## config.mk

```make
export PLATFORM = sky130hd
export DESIGN_NAME = dir_identity_record
export DESIGN_NICKNAME = d
export VERILOG_FILES = /design/src/logic/dir_pkg.sv /design/src/logic/dir_identity_record.sv /design/src/logic/dir_field_decode.sv
export VERILOG_INCLUDE_DIRS = /design/src /design/src/logic
export SDC_FILE = /design/constraint.sdc
export NUM_CORES = 1
export LEC_CHECK = 0
export BUFFER_PORTS_ARGS = -buffer_cell sky130_fd_sc_hd__buf_2
export CAP_MARGIN = 20
export CORE_AREA = 2 2 125 127
export DETAILED_ROUTE_END_ITERATION = 6
export DIE_AREA = 0 0 127 129
export PLACE_DENSITY_LB_ADDON = 0.25
export SLEW_MARGIN = 40
export SYNTH_ARGS = -nofsm -noshare
export SYNTH_HDL_FRONTEND = slang
export SYNTH_SLANG_ARGS = --single-unit
```

## constraint.sdc

```tcl
create_clock -name clock_in -period 2.1 [get_ports clock_in]
set_input_delay 0.105 -clock clock_in [delete_from_list [all_inputs] [get_ports clock_in]]
set_output_delay 0.105 -clock clock_in [all_outputs]
set_load 0.05 [all_outputs]
```

## src/logic/dir_defines.svh

```systemverilog
// identity record constants: byte addresses, field positions, defaults
// assumes inclusion by the identity record package and modules only
`ifndef DIR_DEFINES_SVH
`define DIR_DEFINES_SVH

// byte addresses of the six identity bytes
`define DIR_ADDR_FW_DESC     16'hE0A0
`define DIR_ADDR_CONFIG      16'hFDF2
`define DIR_ADDR_SERIAL0     16'hFDF3
`define DIR_ADDR_SERIAL1     16'hFDF4
`define DIR_ADDR_SERIAL2     16'hFDF5
`define DIR_ADDR_SERIAL_VEND 16'hFDF6

// identity byte indices
`define DIR_IDX_FW_DESC      3'h0
`define DIR_IDX_CONFIG       3'h1
`define DIR_IDX_SERIAL0      3'h2
`define DIR_IDX_SERIAL_VEND  3'h5
`define DIR_NUM_BYTES        6

// config byte fields
`define DIR_CFG_REV_HI       7
`define DIR_CFG_REV_LO       5
`define DIR_CFG_PRESSURE_RANGE_HIGH_HI     4
`define DIR_CFG_ACC_HI       3
`define DIR_CFG_ACC_LO       2
`define DIR_CFG_ACC_CAL      1
`define DIR_CFG_PRESSURE_RANGE_HIGH_LO     0
`define DIR_REV_MIN          3'h3
`define DIR_REV_MAX          3'h7

// serial word fields
`define DIR_SER_INDEX_HI     13
`define DIR_SER_LOT_LO_HI    26
`define DIR_SER_LOT_LO_LO    14
`define DIR_SER_LOT_UP_HI    29
`define DIR_SER_LOT_UP_LO    28
`define DIR_SER_SUBCON       30
`define DIR_SER_SUPPLIER     31
`define DIR_SER_NUM_HI       27

// vendor nibble used when programming leaves it unspecified; value is arbitrary
`define DIR_VENDOR_DEFAULT   4'hA

`endif

```

## src/logic/dir_pkg.sv

```systemverilog
// identity record types: decoded configuration enumerations
// assumes nothing beyond the shared defines header
package dir_pkg;

   typedef enum logic [1:0] {
      DIR_PRESSURE_RANGE_HIGH_500  = 2'b00,
      DIR_PRESSURE_RANGE_HIGH_900  = 2'b01,
      DIR_PRESSURE_RANGE_HIGH_1500 = 2'b10,
      DIR_PRESSURE_RANGE_HIGH_BAD  = 2'b11
   } dir_pressure_range_high_e;

   typedef enum logic [1:0] {
      DIR_ACC_NONE = 2'b00,
      DIR_ACC_X    = 2'b01,
      DIR_ACC_Z    = 2'b10,
      DIR_ACC_XZ   = 2'b11
   } dir_acc_e;

endpackage

```

## src/logic/dir_identity_record.sv

```systemverilog
// device identity record: six read-only identity bytes on the byte bus
// assumes a synchronous byte bus and a separate flash programming path
//
// Overview of operation
// RQ1: six identity bytes; byte 0 stands apart, bytes 1 to 5 are consecutive.
// RQ2: byte 0 is entirely the firmware descriptor, no configuration or serial bits.
// RQ3: config bits 7..5 give silicon revision, valid from 3 to 7.
// RQ4: config bits 4 and 0 encode pressure range 500, 900 or 1500 kPa.
// RQ5: config bits 3..2 give accelerometer fit: none, X, Z or both.
// RQ6: config bit 1 selects standard or extended accelerometer calibration span.
// RQ7: serial bits 13..0 give device index within the assembly lot.
// RQ8: lot number low 13 bits at serial 26..14, upper 2 at 29..28.
// RQ9: serial bit 30 names the subcontractor, bit 31 the supplier.
// RQ10: low 28 serial bits form the unique sequential serial number.
// RQ11: upper nibble of byte 5 is vendor type, defaulted when left unspecified.
// RQ12: whoever erases flash saves the six bytes and restores them afterwards.
// RQ13: bytes are read-only by index; bus writes never change them.
`timescale 1ns/10ps
`default_nettype none
`include "dir_defines.svh"

module dir_identity_record
   import dir_pkg::*;
(
   input wire logic clock_in,
   input wire logic sys_rst_in,
   input wire logic clk_en_in,
   // byte bus
   input wire logic [15:0] bus_addr_in,
   input wire logic bus_rd_in,
   input wire logic bus_wr_in,
   output logic [7:0] bus_rdata_out,
   output logic bus_hit_out,
   output logic bus_wr_ignored_out,
   // flash programming path
   input wire logic prog_we_in,
   input wire logic [2:0] prog_index_in,
   input wire logic [7:0] prog_data_in,
   input wire logic prog_vendor_set_in,
   // decoded identity
   output logic [7:0] firmware_descriptor_out,
   output logic [2:0] silicon_revision_out,
   output logic revision_valid_out,
   output dir_pressure_range_high_e pressure_range_high_range_out,
   output dir_acc_e accel_fit_out,
   output logic accel_extended_cal_out,
   output logic [13:0] lot_index_out,
   output logic [14:0] lot_number_out,
   output logic subcon_out,
   output logic supplier_out,
   output logic [27:0] serial_number_out,
   output logic [3:0] vendor_type_out
);

   // non-volatile cells: deliberately not cleared by reset, contents survive it
   logic [7:0] id_mem [0:`DIR_NUM_BYTES-1];

   wire logic [5:0] addr_match;
   wire logic rd_hit;
   wire logic [2:0] rd_index;
   wire logic prog_ok;
   wire logic [7:0] prog_byte;
   wire logic [31:0] serial_word;
   wire logic [2:0] dec_rev;
   wire logic dec_rev_ok;
   dir_pressure_range_high_e dec_pressure_range_high;
   dir_acc_e dec_acc;
   wire logic dec_acc_cal;
   wire logic [13:0] dec_lot_index;
   wire logic [14:0] dec_lot;
   wire logic dec_subcon;
   wire logic dec_supplier;
   wire logic [27:0] dec_serial;
   wire logic [3:0] dec_vendor;

   logic [7:0] rdata_q;
   logic hit_q;
   logic wr_ign_q;
   logic [7:0] fw_q;
   logic [2:0] rev_q;
   logic rev_ok_q;
   dir_pressure_range_high_e pressure_range_high_q;
   dir_acc_e acc_q;
   logic acc_cal_q;
   logic [13:0] lot_index_q;
   logic [14:0] lot_q;
   logic subcon_q;
   logic supplier_q;
   logic [27:0] serial_q;
   logic [3:0] vendor_q;

   // byte 0 sits apart; bytes 1..5 follow the config address
   assign addr_match[0] = (bus_addr_in == `DIR_ADDR_FW_DESC); // RQ1
   genvar gi;
   generate
      for (gi = 1; gi < `DIR_NUM_BYTES; gi = gi + 1)
      begin : g_match
         assign addr_match[gi] = (bus_addr_in == (`DIR_ADDR_CONFIG + 16'(gi - 1))); // RQ1
      end
   endgenerate

   assign rd_hit = |addr_match;
   assign rd_index = addr_match[5] ? 3'h5 : addr_match[4] ? 3'h4 : addr_match[3] ? 3'h3 :
                     addr_match[2] ? 3'h2 : addr_match[1] ? 3'h1 : 3'h0;

   // the bus has no path into the cells; only the programming path loads them
   assign prog_ok = prog_we_in && (prog_index_in < 3'(`DIR_NUM_BYTES)); // RQ13
   // an unspecified vendor nibble is replaced by the defined default
   assign prog_byte = (prog_index_in == `DIR_IDX_SERIAL_VEND && !prog_vendor_set_in)
                    ? {`DIR_VENDOR_DEFAULT, prog_data_in[3:0]} : prog_data_in; // RQ11

   // byte 0 takes no part in the serial word or configuration
   assign serial_word = {id_mem[5], id_mem[4], id_mem[3], id_mem[2]}; // RQ2

   dir_field_decode u_decode (
      .config_in(id_mem[`DIR_IDX_CONFIG]),
      .serial_word_in(serial_word),
      .silicon_revision_out(dec_rev),
      .revision_valid_out(dec_rev_ok),
      .pressure_range_high_range_out(dec_pressure_range_high),
      .accel_fit_out(dec_acc),
      .accel_extended_cal_out(dec_acc_cal),
      .lot_index_out(dec_lot_index),
      .lot_number_out(dec_lot),
      .subcon_out(dec_subcon),
      .supplier_out(dec_supplier),
      .serial_number_out(dec_serial),
      .vendor_type_out(dec_vendor)
   );

   always_ff @(posedge clock_in)
   begin
      if (clk_en_in && prog_ok)
      begin
         id_mem[prog_index_in] <= prog_byte; // RQ11
      end
   end

   always_ff @(posedge clock_in)
   begin
      if (sys_rst_in && clk_en_in)
      begin
         rdata_q <= 8'h00;
         hit_q <= 1'b0;
         wr_ign_q <= 1'b0;
      end
      else if (clk_en_in)
      begin
         rdata_q <= (bus_rd_in && rd_hit) ? id_mem[rd_index] : 8'h00; // RQ13
         hit_q <= bus_rd_in && rd_hit;
         wr_ign_q <= bus_wr_in && rd_hit; // RQ13
      end
   end

   always_ff @(posedge clock_in)
   begin
      if (sys_rst_in && clk_en_in)
      begin
         fw_q <= 8'h00;
         rev_q <= 3'h0;
         rev_ok_q <= 1'b0;
         pressure_range_high_q <= DIR_PRESSURE_RANGE_HIGH_500;
         acc_q <= DIR_ACC_NONE;
         acc_cal_q <= 1'b0;
      end
      else if (clk_en_in)
      begin
         fw_q <= id_mem[`DIR_IDX_FW_DESC]; // RQ2
         rev_q <= dec_rev; // RQ3
         rev_ok_q <= dec_rev_ok; // RQ3
         pressure_range_high_q <= dec_pressure_range_high; // RQ4
         acc_q <= dec_acc; // RQ5
         acc_cal_q <= dec_acc_cal; // RQ6
      end
   end

   always_ff @(posedge clock_in)
   begin
      if (sys_rst_in && clk_en_in)
      begin
         lot_index_q <= 14'h0000;
         lot_q <= 15'h0000;
         subcon_q <= 1'b0;
         supplier_q <= 1'b0;
         serial_q <= 28'h0000000;
         vendor_q <= 4'h0;
      end
      else if (clk_en_in)
      begin
         lot_index_q <= dec_lot_index; // RQ7
         lot_q <= dec_lot; // RQ8
         subcon_q <= dec_subcon; // RQ9
         supplier_q <= dec_supplier; // RQ9
         serial_q <= dec_serial; // RQ10
         vendor_q <= dec_vendor; // RQ11
      end
   end

   assign bus_rdata_out = rdata_q;
   assign bus_hit_out = hit_q;
   assign bus_wr_ignored_out = wr_ign_q;
   assign firmware_descriptor_out = fw_q;
   assign silicon_revision_out = rev_q;
   assign revision_valid_out = rev_ok_q;
   assign pressure_range_high_range_out = pressure_range_high_q;
   assign accel_fit_out = acc_q;
   assign accel_extended_cal_out = acc_cal_q;
   assign lot_index_out = lot_index_q;
   assign lot_number_out = lot_q;
   assign subcon_out = subcon_q;
   assign supplier_out = supplier_q;
   assign serial_number_out = serial_q;
   assign vendor_type_out = vendor_q;

endmodule // dir_identity_record
`default_nettype wire

```

## src/logic/dir_field_decode.sv

```systemverilog
// combinational decode of the configuration byte and the serial word
// assumes its inputs are stable stored identity bytes
`timescale 1ns/10ps
`default_nettype none
`include "dir_defines.svh"

module dir_field_decode
   import dir_pkg::*;
(
   input wire logic [7:0] config_in,
   input wire logic [31:0] serial_word_in,
   output logic [2:0] silicon_revision_out,
   output logic revision_valid_out,
   output dir_pressure_range_high_e pressure_range_high_range_out,
   output dir_acc_e accel_fit_out,
   output logic accel_extended_cal_out,
   output logic [13:0] lot_index_out,
   output logic [14:0] lot_number_out,
   output logic subcon_out,
   output logic supplier_out,
   output logic [27:0] serial_number_out,
   output logic [3:0] vendor_type_out
);

   wire logic pressure_range_high;
   wire logic pressure_range_low;

   assign silicon_revision_out = config_in[`DIR_CFG_REV_HI:`DIR_CFG_REV_LO]; // RQ3
   assign revision_valid_out = (silicon_revision_out >= `DIR_REV_MIN) &&
                               (silicon_revision_out <= `DIR_REV_MAX); // RQ3
   assign pressure_range_high = config_in[`DIR_CFG_PRESSURE_RANGE_HIGH_HI];
   assign pressure_range_low = config_in[`DIR_CFG_PRESSURE_RANGE_HIGH_LO];
   // low bit set without high bit is not a calibrated range
   assign pressure_range_high_range_out = !pressure_range_low ? (pressure_range_high ? DIR_PRESSURE_RANGE_HIGH_900 : DIR_PRESSURE_RANGE_HIGH_500)
                          : (pressure_range_high ? DIR_PRESSURE_RANGE_HIGH_1500 : DIR_PRESSURE_RANGE_HIGH_BAD); // RQ4
   assign accel_fit_out = dir_acc_e'(config_in[`DIR_CFG_ACC_HI:`DIR_CFG_ACC_LO]); // RQ5
   assign accel_extended_cal_out = config_in[`DIR_CFG_ACC_CAL]; // RQ6

   assign lot_index_out = serial_word_in[`DIR_SER_INDEX_HI:0]; // RQ7
   assign lot_number_out = {serial_word_in[`DIR_SER_LOT_UP_HI:`DIR_SER_LOT_UP_LO],
                            serial_word_in[`DIR_SER_LOT_LO_HI:`DIR_SER_LOT_LO_LO]}; // RQ8
   assign subcon_out = serial_word_in[`DIR_SER_SUBCON]; // RQ9
   assign supplier_out = serial_word_in[`DIR_SER_SUPPLIER]; // RQ9
   assign serial_number_out = serial_word_in[`DIR_SER_NUM_HI:0]; // RQ10
   assign vendor_type_out = serial_word_in[31:28]; // RQ11

endmodule // dir_field_decode
`default_nettype wire

```

==> key figures <==
Yosys
  – Async set-reset flop share out of synthesis: 0%
  – Largest family of logic cells by synthesized area: simple AND/OR/NAND/NOR gates
  – Compound-cell area share of the yosys netlist: between 10% and 20%
  – Flip-flop cell with the highest count after synthesis: sky130_fd_sc_hd__dfxtp_1
  – Share of cell area taken by muxes after synthesis: 0%
  – Yosys warnings: 0
  – Syn nets: roughly 430
  – Number of enable-type register cells in the synthesized netlist: 48
  – Synthesized area: 0.004397 sq mm
  – Post-synthesis share of cell area spent on and, or, nand and nor gates: 16.65%
  – Post-synthesis share of cell area spent on xor and xnor gates: less than 1%
  – Adder-Cell Fraction of Synth Area: 0%
  – Number of register bits inferred by synthesis: 107
  – Sequential cell area fraction in the yosys report: around three fifths
  – Number of distinct standard cells referenced by the synthesized netlist: 37
  – Cell count after synthesis: 398
  – Mean area per synthesized cell: roughly 11 sq um

Setup path
  – Crit path launch type: input pin
  – Worst Reg2Reg Path Length in Cells: 3
  – Slack of the worst reg-to-reg path: between 1000 and 1500 ps
  – Critical path endpoint category: flip-flop
  – Reg-to-Reg End: bus_rdata_out[7]$_SDFFE_PP0P_
  – Reg2Reg Launch Point: id_mem[0][7]$_DFFE_PP_
  – Highest fanout seen on the critical path: 24
  – Start-to-end type of the worst setup path: input pin to flip-flop
  – Signal arrival time at the worst endpoint: around 1900 ps
  – Worst endpoint required time: about 2300 ps

Power
  – Worst IR drop on VDD: between 500 and 600 uV
  – Power per Cell Area: about 870 mW/mm^2
  – Clock Power Share: 34.7%
  – Total leakage power: around 2.2 nW
  – Combinational Power Share: approximately 15%
  – Internal: around 3.3 mW
  – NetSw: roughly 1.3 mW
  – Sequential Power Share: between 50% and 60%
  – Sw Ratio: between 20% and 30%
  – Post-route total power: between 4 and 5 mW

Detailed routing
  – Routed WL per cell: 18.19 um
  – Post-DRT Antenna Nets: 0
  – Routed via count divided by cell count: approximately 4.9
  – Wire length after detailed routing: between 10000 and 15000 um
  – Initial DRC Count: 246
  – DRC errors left: 0
  – Number of iterations in the first detailed-routing pass: 5
  – Number of vias in the routed layout: 3337

Finish
  – Layout fillers: approximately 1500
  – Layout-stage area growth over the synthesis result: 20.18%
  – Number of standard cells in the layout, taps in and fillers out: 679
  – Final Net Count: 520
  – Final instance area: approximately 0.0053 sq mm
  – Diode count: 0
  – Layout Utilization: about a third
  – Fraction of final layout cells sized beyond drive strength 1: 32.59%

Clocking
  – Number of sinks driven by the clock tree: between 100 and 150
  – Maximum clock path buffer count: 2
  – Hold buffer count at cts: 0
  – H-tree lvl count: 3
  – Post-cts gate resize count: 0
  – Post-CTS setup buffer count: 0
  – TritonCTS buffer count: 9
  – CTS tree: yes
  – Library cell used as clock root buffer: sky130_fd_sc_hd__clkbuf_16
  – Clock insertion delay at the later pin of the skew report: ~340 ps
  – Clk slew on worst S/H paths: ~70 ps

Place
  – Detailed placer's ending HPWL: about 8800 um
  – Number of cells after detailed placement: roughly 660
  – Instance area after placement: between 0.005 and 0.006 sq mm
  – Port Buf Inserts: around 120
  – Routability congestion estimate: about 0.84
  – Worst Setup Slack post-DPL: between 100 and 150 ps

Timing
  – Final period demand of the worst path: approximately 1600 ps
  – Max Slew Vio Count: 0
  – Worst-Margin Slew: between 700 and 800 ps
  – Worst-case headroom to the max-slew limit: a little under half
  – Final-layout setup total negative slack: 0 ps
  – Worst hold slack: between 70 and 80 ps
  – Max frequency: 613.7 MHz
  – Setup clock skew after layout: slightly below 8 ps
  – Number of setup violations in the final report: 0
  – Share of the clock period used by the worst path after layout: between 70 and 80%
  – Unrepaired setup endpoints after global routing: no
  – Hold violation count in the final report: 0
  – Final worst slack: roughly 470 ps

Global routing
  – Via count of the first global-routing pass: around 3200
  – First-pass GRT wire length: roughly 19000 um
  – Total track usage: between 10% and 20%
  – Pin count of the biggest net entering global routing: 40
  – Total congestion overflow: 0
  – Number of antenna violations at the first check in global routing: 0

Floorplan
  – Number of placement rows: 45
  – Initial Utilization: slightly below 30%
  – DIE HEIGHT: 129 um
  – Core Region: roughly 0.015 sq mm
  – I/O pin total: 124
  – Die area: approximately 0.016 sq mm
  – Width of the die: 127 um

Worst hold path
  – Min-delay worst type: input pin to flip-flop
  – Hold Crit Start: bus_wr_in
  – Endpoint of the worst hold-timing path: bus_wr_ignored_out$_SDFFE_PP0P_
  – Instance count along the most critical hold path: 3

Outcome
  – Result of the run: completed

Flow run
  – Max-capacitance violation count: 0
-- worst max-delay path by stage --
stage                         startpoint                       endpoint  slack [ps]  cells after the start
after detailed placement  bus_addr_in[9]  bus_rdata_out[4]$_SDFFE_PP0P_         130                      6
after floorplan           bus_addr_in[8]  bus_rdata_out[0]$_SDFFE_PP0P_         590                      5
after global placement    bus_addr_in[9]  bus_rdata_out[4]$_SDFFE_PP0P_         120                      6
final                     bus_addr_in[9]  bus_rdata_out[4]$_SDFFE_PP0P_         470                      6
after CTS                 bus_addr_in[9]  bus_rdata_out[4]$_SDFFE_PP0P_         480                      6
after global routing      bus_addr_in[9]  bus_rdata_out[4]$_SDFFE_PP0P_         400                      6
-- routing by layer --
layer  GRT usage [%]  share of wire [%]
met5               0                  0
met4           2.909               0.63
met3           2.661                5.5
met2           23.21                 45
met1           21.96                 49
-- cells in the final DEF, fill, tap and decap left out, types with 2 or more instances in the layout --
master	count
sky130_fd_sc_hd__inv_1	2
sky130_fd_sc_hd__nand3_1	49
sky130_fd_sc_hd__edfxtp_1	48
sky130_fd_sc_hd__nand2b_1	2
sky130_fd_sc_hd__dfxtp_1	59
sky130_fd_sc_hd__o2bb2ai_1	49
sky130_fd_sc_hd__o21ai_0	24
sky130_fd_sc_hd__nor2b_1	10
sky130_fd_sc_hd__xnor2_1	2
sky130_fd_sc_hd__clkinv_4	3
sky130_fd_sc_hd__clkbuf_16	9
sky130_fd_sc_hd__nor2_1	8
sky130_fd_sc_hd__nand2_1	53
sky130_fd_sc_hd__or3_1	2
sky130_fd_sc_hd__nor3_2	2
sky130_fd_sc_hd__nand3b_1	3
sky130_fd_sc_hd__buf_2	123
sky130_fd_sc_hd__or2_2	3
sky130_fd_sc_hd__a41o_1	8
sky130_fd_sc_hd__buf_4	12
-- state kept, by name, summed over array words and instances (netlist names) --
name / cells
bus_wr_ignored_out: 1
silicon_revision_out: 3
pressure_range_high_range_out: 2
vendor_type_out: 2
bus_hit_out: 1
id_mem: 48
lot_number_out: 14
supplier_out: 1
serial_number_out: 2
revision_valid_out: 1
accel_fit_out: 2
bus_rdata_out: 8
lot_index_out: 13
firmware_descriptor_out: 8
accel_extended_cal_out: 1
-- cells in the mapped netlist (2+ instances only) --
| cell | n | area, sq um |
|---|---|---|
| sky130_fd_sc_hd__o2bb2ai_1 | 49 | 429.2 |
| sky130_fd_sc_hd__nand3b_1 | 3 | 22.52 |
| sky130_fd_sc_hd__a41o_1 | 8 | 80.08 |
| sky130_fd_sc_hd__buf_2 | 2 | 10.01 |
| sky130_fd_sc_hd__inv_1 | 2 | 7.510 |
| sky130_fd_sc_hd__dfxtp_1 | 59 | 1181 |
| sky130_fd_sc_hd__nand2_1 | 53 | 198.9 |
| sky130_fd_sc_hd__o21ai_0 | 24 | 120.1 |
| sky130_fd_sc_hd__edfxtp_1 | 48 | 1441 |
| sky130_fd_sc_hd__nor2b_1 | 10 | 62.56 |
| sky130_fd_sc_hd__clkbuf_1 | 22 | 82.58 |
| sky130_fd_sc_hd__nand2b_1 | 2 | 12.51 |
| sky130_fd_sc_hd__xnor2_1 | 2 | 17.52 |
| sky130_fd_sc_hd__buf_4 | 32 | 240.2 |
| sky130_fd_sc_hd__buf_1 | 2 | 7.510 |
| sky130_fd_sc_hd__or2_2 | 3 | 18.77 |
| sky130_fd_sc_hd__nor2_1 | 8 | 30.03 |
| sky130_fd_sc_hd__nand3_1 | 49 | 245.2 |
| sky130_fd_sc_hd__or3_1 | 2 | 12.51 |
-- cells by family (layout without fill, tap and decap cells) --
family          count (synthesis)  count (layout)
xor+xnor                        3               3
flops                         107             107
simple gates                  142             142
compound gates                 86              86
buf+inv                        60             153
-- critical path, stage by stage --
cell and delay, ps:
sky130_fd_sc_hd__buf_2 90, sky130_fd_sc_hd__nand3b_1 230, sky130_fd_sc_hd__or3_1 700, sky130_fd_sc_hd__o21ai_0 330, sky130_fd_sc_hd__nand3_1 140, sky130_fd_sc_hd__a41o_1 270
-- power by group through the flow --
stage / registers [mW] / clock network, mW / logic [mW]
after floorplan: 2.57 / 0 / 0.328
after global placement: 2.36 / 0 / 0.688
after detailed placement: 2.36 / 0 / 0.692
after CTS: 2.31 / 1.64 / 0.694
after global routing: 2.32 / 1.73 / 0.724
final: 2.31 / 1.59 / 0.688
-- cell type report --
| class | count | area [sq um] | share of cell area, % |
|---|---|---|---|
| clock inverter | 5 | 38.79 | 0.7341 |
| clock buffer | 11 | 242.7 | 4.594 |
| sequential | 107 | 2623 | 49.63 |
| tap | 188 | 235.2 | 4.452 |
| inverter | 2 | 7.507 | 0.1421 |
| multi-input combinational | 231 | 1431 | 27.09 |
| timing repair buffer | 135 | 705.7 | 13.36 |
(Power assumes the default switching activity.)
